$ cat config.mk
export PLATFORM = sky130hd
export DESIGN_NAME = ivc_core
export DESIGN_NICKNAME = d
export VERILOG_FILES = /design/src/ivc_pkg.sv /design/src/ivc_core.sv /design/src/ivc_prio_mem.sv
export SDC_FILE = /design/constraint.sdc
export NUM_CORES = 1
export LEC_CHECK = 0
export BUFFER_PORTS_ARGS = -buffer_cell sky130_fd_sc_hd__buf_2
export CAP_MARGIN = 15
export CORE_ASPECT_RATIO = 0.7
export CORE_MARGIN = 2
export CORE_UTILIZATION = 49
export DETAILED_ROUTE_END_ITERATION = 10
export HOLD_SLACK_MARGIN = 0.06
export PLACE_DENSITY = 0.72
export SLEW_MARGIN = 20
export SYNTH_ARGS = -nofsm -noshare
export SYNTH_HDL_FRONTEND = slang
export SYNTH_HIERARCHICAL = 1
export SYNTH_SLANG_ARGS = --single-unit
$ cat constraint.sdc
create_clock -name i_clock -period 9.25 [get_ports i_clock]
set_input_delay 0.4625 -clock i_clock [delete_from_list [all_inputs] [get_ports i_clock]]
set_output_delay 0.4625 -clock i_clock [all_outputs]
set_load 0.05 [all_outputs]
$ cat src/ivc_pkg.sv
// shared constants, states and state record for the vector controller
package ivc_pkg;

  // ****************************************************************
  // table layout (word addresses in program memory)
  // ****************************************************************
  localparam logic [23:0] IVC_RESET_GOTO_ADDR = 24'h000000;
  localparam logic [23:0] IVC_RESET_TGT_ADDR = 24'h000002;
  localparam logic [23:0] IVC_TABLE_START = 24'h000004;
  localparam logic [23:0] IVC_IRQ0_OFFSET = 24'h000014;
  localparam logic [23:0] IVC_LAST_OFFSET = 24'h0001FE;
  localparam logic [23:0] IVC_CODE_START = 24'h000200;
  localparam logic [7:0] IVC_IRQ_VEC_BASE = 8'h08;
  localparam int IVC_NUM_TRAPS = 6;
  localparam int IVC_LEVELS = 7;
  localparam logic [1:0] IVC_MIN_BS_PAGES = 2'h2;
  localparam int IVC_MAX_SRC = 64;
  localparam int IVC_ALT_EN_BIT = 8;
  localparam int IVC_GLB_EN_BIT = 0;
  localparam int IVC_IPL_LSB = 4;

  // trap vector numbers, slot offset is table start plus two per number
  localparam logic [7:0] IVC_TRAP_VEC [IVC_NUM_TRAPS] = '{
    8'h00, 8'h01, 8'h02, 8'h03, 8'h04, 8'h06};

  // ****************************************************************
  // register offsets (byte addresses)
  // ****************************************************************
  localparam logic [9:0] IVC_CTRL_OFF = 10'h000;
  localparam logic [9:0] IVC_EN_LO_OFF = 10'h004;
  localparam logic [9:0] IVC_EN_HI_OFF = 10'h008;
  localparam logic [9:0] IVC_STAT_OFF = 10'h00C;
  localparam logic [9:0] IVC_PRIO_OFF = 10'h100;
  localparam logic [9:0] IVC_PRIO_END = 10'h200;

  // ****************************************************************
  // timing
  // ****************************************************************
  localparam logic [7:0] IVC_ENTRY_CYCLES = 8'h0A;
  localparam logic [7:0] IVC_RETURN_CYCLES = 8'h06;

  typedef enum logic [2:0] {
    IVC_ST_RST0 = 3'b000,
    IVC_ST_RST1 = 3'b001,
    IVC_ST_SCAN = 3'b010,
    IVC_ST_DECIDE = 3'b011,
    IVC_ST_PRESENT = 3'b100,
    IVC_ST_ENTRY = 3'b101,
    IVC_ST_RETURN = 3'b110
  } ivc_state_t;

  // outward request to the core
  typedef struct packed {
    logic req;
    logic [23:0] addr;
    logic [7:0] vec;
    logic [2:0] lvl;
    logic trap;
  } ivc_vec_req_t;

  typedef struct packed {
    ivc_state_t st;
    logic [5:0] idx;
    logic idx_v;
    logic [5:0] prev;
    logic [2:0] best_lvl;
    logic [7:0] best_vec;
    logic best_v;
    logic [IVC_NUM_TRAPS-1:0] trap_pend;
    logic [IVC_NUM_TRAPS-1:0] trap_sel;
    logic alt_en;
    logic glb_en;
    logic [2:0] cpu_ipl;
    logic [IVC_MAX_SRC-1:0] enable;
    ivc_vec_req_t out;
    logic [7:0] cnt;
    logic [31:0] rdata;
    logic protect;
    logic entry_done;
    logic ret_done;
    logic fetch_v;
    logic [23:0] fetch_addr;
  } ivc_regs_t;

endpackage

$ cat src/ivc_core.sv
// interrupt vector controller: arbitration and vector address generation
`timescale 1ns/1ps
module ivc_core
  import ivc_pkg::*;
#(
  parameter int NUM_SRC = 50,
  parameter int PAGE_SHIFT = 10
) (
  input wire logic i_clock,
  input wire logic i_rst,
  input wire logic [9:0] i_addr,
  input wire logic [31:0] i_wdata,
  input wire logic i_wr,
  input wire logic i_rd,
  output logic [31:0] o_rdata,
  input wire logic [NUM_SRC-1:0] i_irq,
  input wire logic [IVC_NUM_TRAPS-1:0] i_trap,
  input wire logic i_bs_defined,
  input wire logic i_alt_table_disable_config_bit,
  input wire logic [12:0] i_boot_segment_limit_field,
  input wire logic [12:0] i_bs_pages,
  input wire logic i_bs_protect,
  input wire logic i_ack,
  input wire logic i_ret,
  output logic o_irq_req,
  output logic [23:0] o_vec_addr,
  output logic [7:0] o_vec_num,
  output logic [2:0] o_vec_lvl,
  output logic o_vec_is_trap,
  output logic o_vec_protect,
  output logic o_entry_done,
  output logic o_ret_done,
  output logic o_fetch_valid,
  output logic [23:0] o_fetch_addr
);

  // ****************************************************************
  // state and priority memory
  // ****************************************************************
  ivc_regs_t r_q;
  ivc_regs_t r_d;
  // store answer, one cycle behind the index it was asked for
  logic [2:0] prio_rd;
  logic prio_we;
  logic [5:0] prio_widx;
  logic alt_ok;
  logic [23:0] table_base;
  logic trap_any;

  // priority writes land in the memory directly
  assign prio_we = i_wr && (i_addr >= IVC_PRIO_OFF) &&
                   (i_addr < IVC_PRIO_END);
  assign prio_widx = i_addr[7:2];

  // write-only words: a read of them answers zero
  // no reset on the array: every level is written before glb enable
  ivc_prio_mem #(
    .DEPTH(IVC_MAX_SRC),
    .AW(6)
  ) u_prio (
    .i_clock(i_clock),
    .i_we(prio_we),
    .i_waddr(prio_widx),
    .i_wdata(i_wdata[2:0]),
    .i_raddr(r_q.idx),
    .o_rdata(prio_rd)
  );

  // ****************************************************************
  // table base selection
  // ****************************************************************
  // alternate table only with segment, config bit, enable, two pages
  assign alt_ok = i_bs_defined && i_alt_table_disable_config_bit &&
                  r_q.alt_en &&
                  (i_bs_pages >= 13'(IVC_MIN_BS_PAGES));
  // last boot page start, else the default table at zero
  // limitation: PAGE_SHIFT above 11 pushes the base past 24 bits
  assign table_base = alt_ok ?
    (24'(i_boot_segment_limit_field) << PAGE_SHIFT) :
    24'h000000;
  // any trap pending outranks every source at decide
  assign trap_any = |r_q.trap_pend;

  // ****************************************************************
  // next state
  // ****************************************************************
  always_comb begin
    logic [2:0] lvl;
    logic hit;
    logic [7:0] win;
    int k;
    // scratch values first, so no path leaves one unassigned
    lvl = prio_rd;
    hit = 1'b0;
    win = 8'h00;
    k = 0;
    r_d = r_q;
    r_d.entry_done = 1'b0;
    r_d.ret_done = 1'b0;
    r_d.fetch_v = 1'b0;
    r_d.rdata = 32'h00000000;
    r_d.protect = i_bs_protect;

    // register writes
    if (i_wr) begin
      if (i_addr == IVC_CTRL_OFF) begin
        r_d.alt_en = i_wdata[IVC_ALT_EN_BIT];
        r_d.glb_en = i_wdata[IVC_GLB_EN_BIT];
        r_d.cpu_ipl = i_wdata[IVC_IPL_LSB +: 3];
      end else if (i_addr == IVC_EN_LO_OFF) begin
        r_d.enable[31:0] = i_wdata;
      end else if (i_addr == IVC_EN_HI_OFF) begin
        r_d.enable[63:32] = i_wdata;
      end
    end

    // register reads, data stand one cycle later
    if (i_rd) begin
      if (i_addr == IVC_CTRL_OFF) begin
        r_d.rdata[IVC_ALT_EN_BIT] = r_q.alt_en;
        r_d.rdata[IVC_GLB_EN_BIT] = r_q.glb_en;
        r_d.rdata[IVC_IPL_LSB +: 3] = r_q.cpu_ipl;
      end else if (i_addr == IVC_EN_LO_OFF) begin
        r_d.rdata = r_q.enable[31:0];
      end else if (i_addr == IVC_EN_HI_OFF) begin
        r_d.rdata = r_q.enable[63:32];
      end else if (i_addr == IVC_STAT_OFF) begin
        r_d.rdata = {8'h00, 1'b0, r_q.st, alt_ok, r_q.out.lvl,
                     2'b00, r_q.trap_pend, r_q.out.vec};
      end
    end

    // main sequencer
    case (r_q.st)
      // reset fetches the jump, then its target word
      IVC_ST_RST0: begin
        r_d.fetch_v = 1'b1;
        r_d.fetch_addr = IVC_RESET_GOTO_ADDR;
        r_d.st = IVC_ST_RST1;
      end
      IVC_ST_RST1: begin
        r_d.fetch_v = 1'b1;
        r_d.fetch_addr = IVC_RESET_TGT_ADDR;
        // arbitration starts clean once both reset words are out
        r_d.st = IVC_ST_SCAN;
        r_d.idx = 6'h00;
        r_d.idx_v = 1'b0;
        r_d.best_v = 1'b0;
      end
      // one source per cycle, the full list unless a return cuts in
      IVC_ST_SCAN: begin
        if (r_q.idx_v) begin
          // masked and level-zero sources never win
          hit = i_irq[r_q.prev] && r_q.enable[r_q.prev] &&
                r_q.glb_en && (lvl != 3'h0) &&
                (lvl > r_q.cpu_ipl);
          // strict greater keeps the lower index on a tie
          if (hit && (!r_q.best_v || lvl > r_q.best_lvl)) begin
            r_d.best_v = 1'b1;
            r_d.best_lvl = lvl;
            r_d.best_vec = 8'(r_q.prev) + IVC_IRQ_VEC_BASE;
          end
        end
        // the store answers late, so the previous index is judged
        r_d.prev = r_q.idx;
        r_d.idx_v = (r_q.idx < 6'(NUM_SRC));
        // the last index only flushes the store pipeline
        if (r_q.idx == 6'(NUM_SRC)) begin
          r_d.st = IVC_ST_DECIDE;
        end else begin
          r_d.idx = r_q.idx + 6'h01;
        end
        // a return cuts the pass short; it restarts from source zero
        if (i_ret) begin
          r_d.st = IVC_ST_RETURN;
          r_d.cnt = 8'h00;
        end
      end
      // traps outrank every source, lowest slot first
      IVC_ST_DECIDE: begin
        // a fresh pass follows whether or not anything won
        r_d.idx = 6'h00;
        r_d.idx_v = 1'b0;
        r_d.best_v = 1'b0;
        r_d.st = IVC_ST_SCAN;
        if (trap_any) begin
          // walk down so the lowest pending slot is taken last
          for (k = IVC_NUM_TRAPS - 1; k >= 0; k--) begin
            if (r_q.trap_pend[k]) begin
              win = IVC_TRAP_VEC[k];
              r_d.trap_sel = '0;
              r_d.trap_sel[k] = 1'b1;
            end
          end
          r_d.out.trap = 1'b1;
          r_d.out.lvl = 3'h7;
        end else begin
          win = r_q.best_vec;
          r_d.trap_sel = '0;
          r_d.out.trap = 1'b0;
          r_d.out.lvl = r_q.best_lvl;
        end
        // request raised only when something won
        if (trap_any || r_q.best_v) begin
          r_d.out.req = 1'b1;
          r_d.out.vec = win;
          // base plus table start plus two per vector
          r_d.out.addr = table_base + IVC_TABLE_START +
                         {15'h0000, win, 1'b0};
          r_d.st = IVC_ST_PRESENT;
        end
      end
      // core fetches the 24-bit handler address on acknowledge
      IVC_ST_PRESENT: begin
        // the vector stays put even if its source has dropped meanwhile
        if (i_ack) begin
          r_d.out.req = 1'b0;
          r_d.fetch_v = 1'b1;
          r_d.fetch_addr = r_q.out.addr;
          r_d.cnt = 8'h00;
          r_d.st = IVC_ST_ENTRY;
        end
      end
      // fixed entry time whatever the source
      IVC_ST_ENTRY: begin
        r_d.cnt = r_q.cnt + 8'h01;
        if (r_q.cnt == IVC_ENTRY_CYCLES - 8'h01) begin
          r_d.entry_done = 1'b1;
          r_d.st = IVC_ST_SCAN;
          r_d.idx = 6'h00;
          r_d.idx_v = 1'b0;
          // the next pass starts clean, as after a return
          r_d.best_v = 1'b0;
        end
      end
      // fixed return time
      // a return seen outside a pass is dropped
      IVC_ST_RETURN: begin
        r_d.cnt = r_q.cnt + 8'h01;
        if (r_q.cnt == IVC_RETURN_CYCLES - 8'h01) begin
          r_d.ret_done = 1'b1;
          r_d.st = IVC_ST_SCAN;
          r_d.idx = 6'h00;
          r_d.idx_v = 1'b0;
          r_d.best_v = 1'b0;
        end
      end
      default: begin
        r_d.st = IVC_ST_SCAN;
      end
    endcase

    // trap pending: clear on acknowledge, a new event wins
    if (r_q.st == IVC_ST_PRESENT && i_ack) begin
      r_d.trap_pend = r_q.trap_pend & ~r_q.trap_sel;
    end
    r_d.trap_pend = r_d.trap_pend | i_trap;
  end

  // ****************************************************************
  // state register
  // ****************************************************************
  // async clear: all state zero, boot fetch pair follows release
  always_ff @(posedge i_clock or posedge i_rst) begin
    if (i_rst) begin
      r_q <= '0;
    end else begin
      r_q <= r_d;
    end
  end

  // outputs straight from the state register
  assign o_rdata = r_q.rdata;
  assign o_irq_req = r_q.out.req;
  assign o_vec_addr = r_q.out.addr;
  assign o_vec_num = r_q.out.vec;
  assign o_vec_lvl = r_q.out.lvl;
  assign o_vec_is_trap = r_q.out.trap;
  assign o_vec_protect = r_q.protect;
  assign o_entry_done = r_q.entry_done;
  assign o_ret_done = r_q.ret_done;
  assign o_fetch_valid = r_q.fetch_v;
  assign o_fetch_addr = r_q.fetch_addr;

endmodule

$ cat src/ivc_prio_mem.sv
// per-source priority store, registered read port
`timescale 1ns/1ps
module ivc_prio_mem #(
  parameter int DEPTH = 64,
  parameter int AW = 6
) (
  input wire logic i_clock,
  input wire logic i_we,
  input wire logic [AW-1:0] i_waddr,
  input wire logic [2:0] i_wdata,
  input wire logic [AW-1:0] i_raddr,
  output logic [2:0] o_rdata
);

  logic [2:0] mem_q [DEPTH];

  // write port and registered read, no reset on the array
  always_ff @(posedge i_clock) begin
    if (i_we) begin
      mem_q[i_waddr] <= i_wdata;
    end
    o_rdata <= mem_q[i_raddr];
  end

endmodule
== Word-level counts from Yosys, hierarchy flattened ==
Memories as Yosys holds them, arrays and structs flattened. A register that Yosys moved wholly into a read port is not among the register bits.
Cells that the tools add are included.

* Output and inout port bits: 97
* Bits of input ports: 133
* Register bits after elaboration: 213
* RAM bits: 192
* Memories: 1

{| class="wikitable"
|+ Memory list
! name !! words !! bits a word !! rd ports !! clocked after Yosys merged registers in !! write ports !! line !! text
|-
| u_prio.mem_q || 64 || 3 || 1 || 1 || 1 || ivc_prio_mem.sv:15 || <nowiki>logic [2:0] mem_q [DEPTH];</nowiki>
|}

* $add $sub $neg: 5
* Bitwise gates (word level): 5
* $lt $le $gt $ge: 7
* Reduce and logical (&&, ||, !) cells: 37
* Mux-type cells: 60
* Eq/ne operators: 22

{| class="wikitable"
|+ Operators with widths
! kind !! count
|-
| 2-to-1 mux 32 bit || 3
|-
| one-hot mux 25 bit (3 select lines) || 1
|-
| 2-to-1 mux 8 bit || 9
|-
| 2-to-1 mux 23 bit || 3
|-
| 2-to-1 mux 6 bit || 9
|-
| 2-to-1 mux 33 bit || 1
|-
| one-hot mux 7 bit (4 select lines) || 1
|-
| 2-to-1 mux 25 bit || 1
|-
| adder 23 x 3 -> 24 bit (second input constant) || 1
|-
| adder 24 x 9 -> 24 bit || 1
|-
| one-hot mux 8 bit (3 select lines) || 1
|-
| 2-to-1 mux 3 bit || 7
|-
| equality test 10 x 4 -> 1 bit (second input constant) || 2
|-
| 2-to-1 mux 10 bit || 2
|-
| one-hot mux 3 bit (6 select lines) || 1
|-
| 2-to-1 mux 1 bit || 16
|-
| != test 2 bit (second input constant) || 8
|-
| AND reduction 3 bit || 5
|-
| >= comparator 13 x 2 -> 1 bit (second input constant) || 1
|-
| binary-select mux 1 bit (select 6 bit) || 2
|-
| AND reduction 4 bit || 3
|-
| logical AND 1 bit || 11
|-
| equality test 10 x 3 -> 1 bit (second input constant) || 1
|-
| >= comparator 10 x 9 -> 1 bit (second input constant) || 1
|-
| 33 further kinds || 45
|}

== Logic depth before layout (Yosys ltp) ==
* Depth in word-level cells: 11
* Depth in mapped cells: 9
* Gate-level depth less buffers: 8

== By module ==
The synthesis kept the hierarchy.

{| class="wikitable"
|+ By module, submodules not included
! module !! cells each !! area an instance (um^2) !! seq. area each (um^2) !! instances
|-
| ivc_core || 879 || 10022.1 || 5129.9 || 1
|-
| ivc_prio_mem || 423 || 7863.8 || 5825.6 || 1
|}

== Worst setup path after synthesis ==
Ideal clock, no wire load.

* Path type: register to register
* From: register r_q[198] in the netlist's numbering
* To: register r_q[187] in the netlist's numbering
* Arrival: 1.982 ns
* Path slack: 7.142 ns
* Cell stages (with the launch flop): 9
* Data required time: 9.125 ns
* Clock period less this slack: 2.108 ns
* Setup time: 0.125 ns
* Path through: dfrtp_1 buf_6 and3b_1 a31oi_1 a2111oi_1 a2111oi_2 a211oi_2 buf_6 mux2_4

* Longest elaborated chain between the ends: 8
* Elaborated cells between the ends (all ways): 11
* Classes of those cells: add/sub (1); mux (4); reduce/logical (6)

{| class="wikitable"
|+ Ends and longest elaborated chain
! element !! line !! text
|-
| from (decl) || ivc_core.sv:40 || <nowiki>ivc_regs_t r_q;</nowiki>
|-
| from (signal assigned) || ivc_core.sv:268 || <nowiki>r_q <= r_d;</nowiki>
|-
| binary-select mux 1 bit (select 6 bit) || ivc_core.sv:154 || <nowiki>hit = i_irq[r_q.prev] && r_q.enable[r_q.prev] &&</nowiki>
|-
| 2-to-1 mux 1 bit (not written as such) || ivc_core.sv:154 ||
|-
| logical AND 1 bit (2 in series) || ivc_core.sv:154 ||
|-
| logical AND 1 bit (2 in series) || ivc_core.sv:155 || <nowiki>r_q.glb_en && (lvl != 3'h0) &&</nowiki>
|-
| logical AND 1 bit || ivc_core.sv:158 || <nowiki>if (hit && (!r_q.best_v || lvl > r_q.best_lvl)) begin</nowiki>
|-
| AND reduction 3 bit (no source line) || -- ||
|}

Several ways; a longest one is shown, not always the timed one. The select of a mux whose other input is x is not followed.
A chain may end at the register's enable or synchronous reset.

== Final worst setup path ==
* From: register r_q[198] in the netlist's numbering
* To: register r_q[188] in the netlist's numbering

Same word-level chain as after synthesis.

==> summary.md <==
| Metric | Value |
|---|---|
| Status | `finished, final reports clean` |
| Yosys warning total | `6` |
| Commonest cells post-synth | `dfrtp_1, edfxtp_1, nor2_1` |
| Max Cap Viol | `0` |
| Unique masters post-synth | `78` |
| Top Layer Used | `met5` |
| Metal-1 WL | `19000 µm` |
| Initial antenna violation count | `7` |
| Post-DP Area | `0.0187 mm²` |
| Clock sinks | `400` |
| WL met3 | `4290 µm` |
| CP endpoint kind | `flip-flop` |
| Number of CTS-inserted buffers | `38` |
| Top-count cell post-synth | `dfrtp_1` |
| CTS Hold Buffers Added | `1` |
| Clock root cell | `clkbuf_16` |
| Residual DRC | `0` |
| Port buffer count | `221` |
| CTS tree | `yes` |
| Cells on worst reg2reg path | `7` |
| Cell Int Power | `3.24 mW` |
| Vias in the first global route | `11065` |
| Yosys top cell area share | `32.2%` |
| Synth top area cells | `edfxtp_1, dfrtp_1, mux4_2, mux2_2, buf_4` |
| Worst R2R Start | `r_q[198]$_DFFE_PP0P_` |
| Slew Limit Fails | `0` |
| H-tree depth | `2` |
| Area Growth Syn to Fin | `11.8%` |
| Final setup viols | `0` |
| Async set-reset flop share out of synthesis | `51.2%` |
| Gr ovfl total | `0` |
| Seq cells post-synth | `400` |
| Crit path launch type | `flip-flop` |
| Share of the yosys chip area belonging to registers | `61.3%` |
| Worst Tran Pin Value | `1.11 ns` |
| Max Clock Freq | `328 MHz` |
| Row count | `58` |
| Initial core utilization | `49.8%` |
| Max_slew headroom | `25.8%` |
| Design area | `0.0200 mm²` |
| CP arrival | `3.46 ns` |
| P_leak | `8.25 nW` |
| Half-perimeter wire length after placement | `28900 µm` |
| Mean Syn Cell Area | `13.7 µm²` |
| Main synth FF type | `dfrtp_1` |
| Core Area | `0.0359 mm²` |
| Via density | `5.90` |
| Skew-Pair Late Insertion Delay | `0.53 ns` |
| Syn Std Cell Area | `0.0179 mm²` |
| Overall Global Routing Usage | `22.6%` |
| Comb pwr share | `21.1%` |
| WL/cell | `22.4 µm` |
| PwrDens | `232 mW/mm²` |
| Clk network pwr share | `33.8%` |
| Drt total wl | `43400 µm` |
| Post_cts resized | `0` |
| Crit path kind | `flip-flop to flip-flop` |
| Layout cell share with drive strength beyond 1 | `31.7%` |
| Post-CTS Setup Bufs | `0` |
| Reg-to-reg critical path endpoint | `r_q[188]$_DFFE_PP0P_` |
| Number of antenna-violating nets in the routed design | `0` |
| Clock buffer depth | `3` |
| Initial DRC count | `1122` |
| Final hold violations | `0` |
| Chip Height | `164 µm` |
| Nets | `1573` |
| Post-synth EDFFs | `192` |
| Hold crit path type | `primary input to async pin` |
| Die W | `232 µm` |
| Total number of vias | `11426` |
| Sw Ratio | `30.3%` |
| Global-route wire length before repair | `65300 µm` |
| I/O pins | `230` |
| Worst clock skew | `0.0155 ns` |
| Largest net degree at the start of global routing | `130` |
| Yosys top cell by area | `edfxtp_1` |
| Pre-Repair DR Iteration Count | `5` |
| Worst-path clk slew | `0.06 ns` |
| RePlAce Congestion | `0.856` |
| Setup TNS Final | `0 ns` |
| CP required | `9.66 ns` |
| Peak VDD IR | `0.119 mV` |
| Reg2Reg Setup Slack | `6.20 ns` |
| Die area | `0.0381 mm²` |
| Share of power burned in registers | `45.0%` |
| Post-layout min period | `3.05 ns` |
| Unrepaired setup endpoints after global routing | `no` |
| Gate Count Post-Synth | `1302` |
| Largest fanout on the critical path | `28` |
| Psw | `1.41 mW` |
| Fin crit share | `33.0%` |
| Met2 wire len | `19100 µm` |
==> cells by family (layout without fill, tap and decap cells) <==
logic type | count (synthesis) | count (layout) | share of synthesized area, %
flip-flops | 400 | 400 | 61.3
AND/OR/NAND/NOR | 346 | 346 | 9.34
AO/OA/AOI/OAI | 185 | 185 | 7.53
buffers and inverters | 180 | 328 | 6.23
multiplexers | 169 | 169 | 14.3
adder cells (fa/ha/maj) | 12 | 12 | 0.839
XOR/XNOR | 9 | 9 | 0.441
other | 1 | 9 | 0.0210
==> state kept, by name, summed over array words and instances, names as in the netlist, 3 cells and up <==
signal,flops
u_prio/mem_q,192
r_q,116
o_rdata,32
o_fetch_addr,21
o_vec_addr,21
o_vec_num,6
o_vec_lvl,3
u_prio/o_rdata,3
==> critical path, stage by stage (launching register included) <==
cell and delay (ns):
dfrtp_1 1.02, and3b_1 0.26, a311oi_1 0.35, a2111oi_1 0.12, a2111oi_2 0.50, a211oi_2 0.13, buf_4 0.23, mux2_4 0.31
==> layout make-up <==
type / count / area (µm²)
well taps: 480 / 601
diodes: 2 / 5.00
multi-input cells: 728 / 5840
fillers: 2915 / 15900
repair buffers: 240 / 1260
clock inverters: 16 / 170
flip-flops and latches: 400 / 11000
clock buffers: 52 / 1070
inverters: 20 / 82.6
==> per-stage QoR <==
step | cells | worst slack (ns) | power, mW | utilization, % | hold slack (ns)
2_1_floorplan | 1308 | 3.19 | 2.84 | - | 0.443
3_3_place_gp | 1867 | 6.23 | 3.07 | 52.1 | 0.462
3_5_place_dp | 1867 | 6.20 | 3.10 | 52.1 | 0.471
4_1_cts | 1936 | 6.20 | 4.66 | 55.6 | 0.0885
5_1_grt | 1937 | 5.98 | 4.84 | 55.6 | 0.0935
6_report | 1938 | 6.20 | 4.65 | 55.7 | 0.105
==> how the worst max path moves through the flow <==
stage | start | end | cells after the start
6_report | r_q[198]$_DFFE_PP0P_ | r_q[188]$_DFFE_PP0P_ | 7
2_1_floorplan | i_rst | o_entry_done$_DFF_PP0_ | 1
4_1_cts | r_q[206]$_DFFE_PP0P_ | u_prio/o_rdata[1]$_DFF_P_ | 5
5_1_grt | r_q[198]$_DFFE_PP0P_ | r_q[195]$_DFFE_PP0P_ | 7
3_3_place_gp | r_q[198]$_DFFE_PP0P_ | r_q[188]$_DFFE_PP0P_ | 7
3_5_place_dp | r_q[206]$_DFFE_PP0P_ | u_prio/o_rdata[1]$_DFF_P_ | 5
==> power groups by stage <==
stage / clock network (mW) / logic [mW] / registers [mW]
2_1_floorplan: 0 / 0.803 / 2.04
3_3_place_gp: 0 / 0.949 / 2.13
3_5_place_dp: 0 / 0.970 / 2.13
4_1_cts: 1.59 / 0.978 / 2.09
5_1_grt: 1.67 / 1.07 / 2.11
6_report: 1.57 / 0.982 / 2.09
==> layout by cell type (no fill, tap or decap), types with 28 or more instances in the layout <==
cell type | netlist | routed
nor2_1 | 117 | 116
mux2_2 | 89 | 89
o21ai_0 | 34 | 33
clkbuf_16 | 0 | 39
dfrtp_1 | 205 | 203
buf_2 | 21 | 219
a22o_1 | 33 | 33
edfxtp_1 | 192 | 192
a22oi_1 | 28 | 28
mux4_2 | 51 | 51
nand2_1 | 96 | 96
==> routing by layer <==
metal | vias to the layer above | GRT usage [%]
li1 | 5002 | -
met1 | 5844 | 33.8
met2 | 501 | 32.6
met3 | 71 | 6.09
met4 | 8 | 6.06
met5 | - | 0
Power figures use the tool's default switching activity.
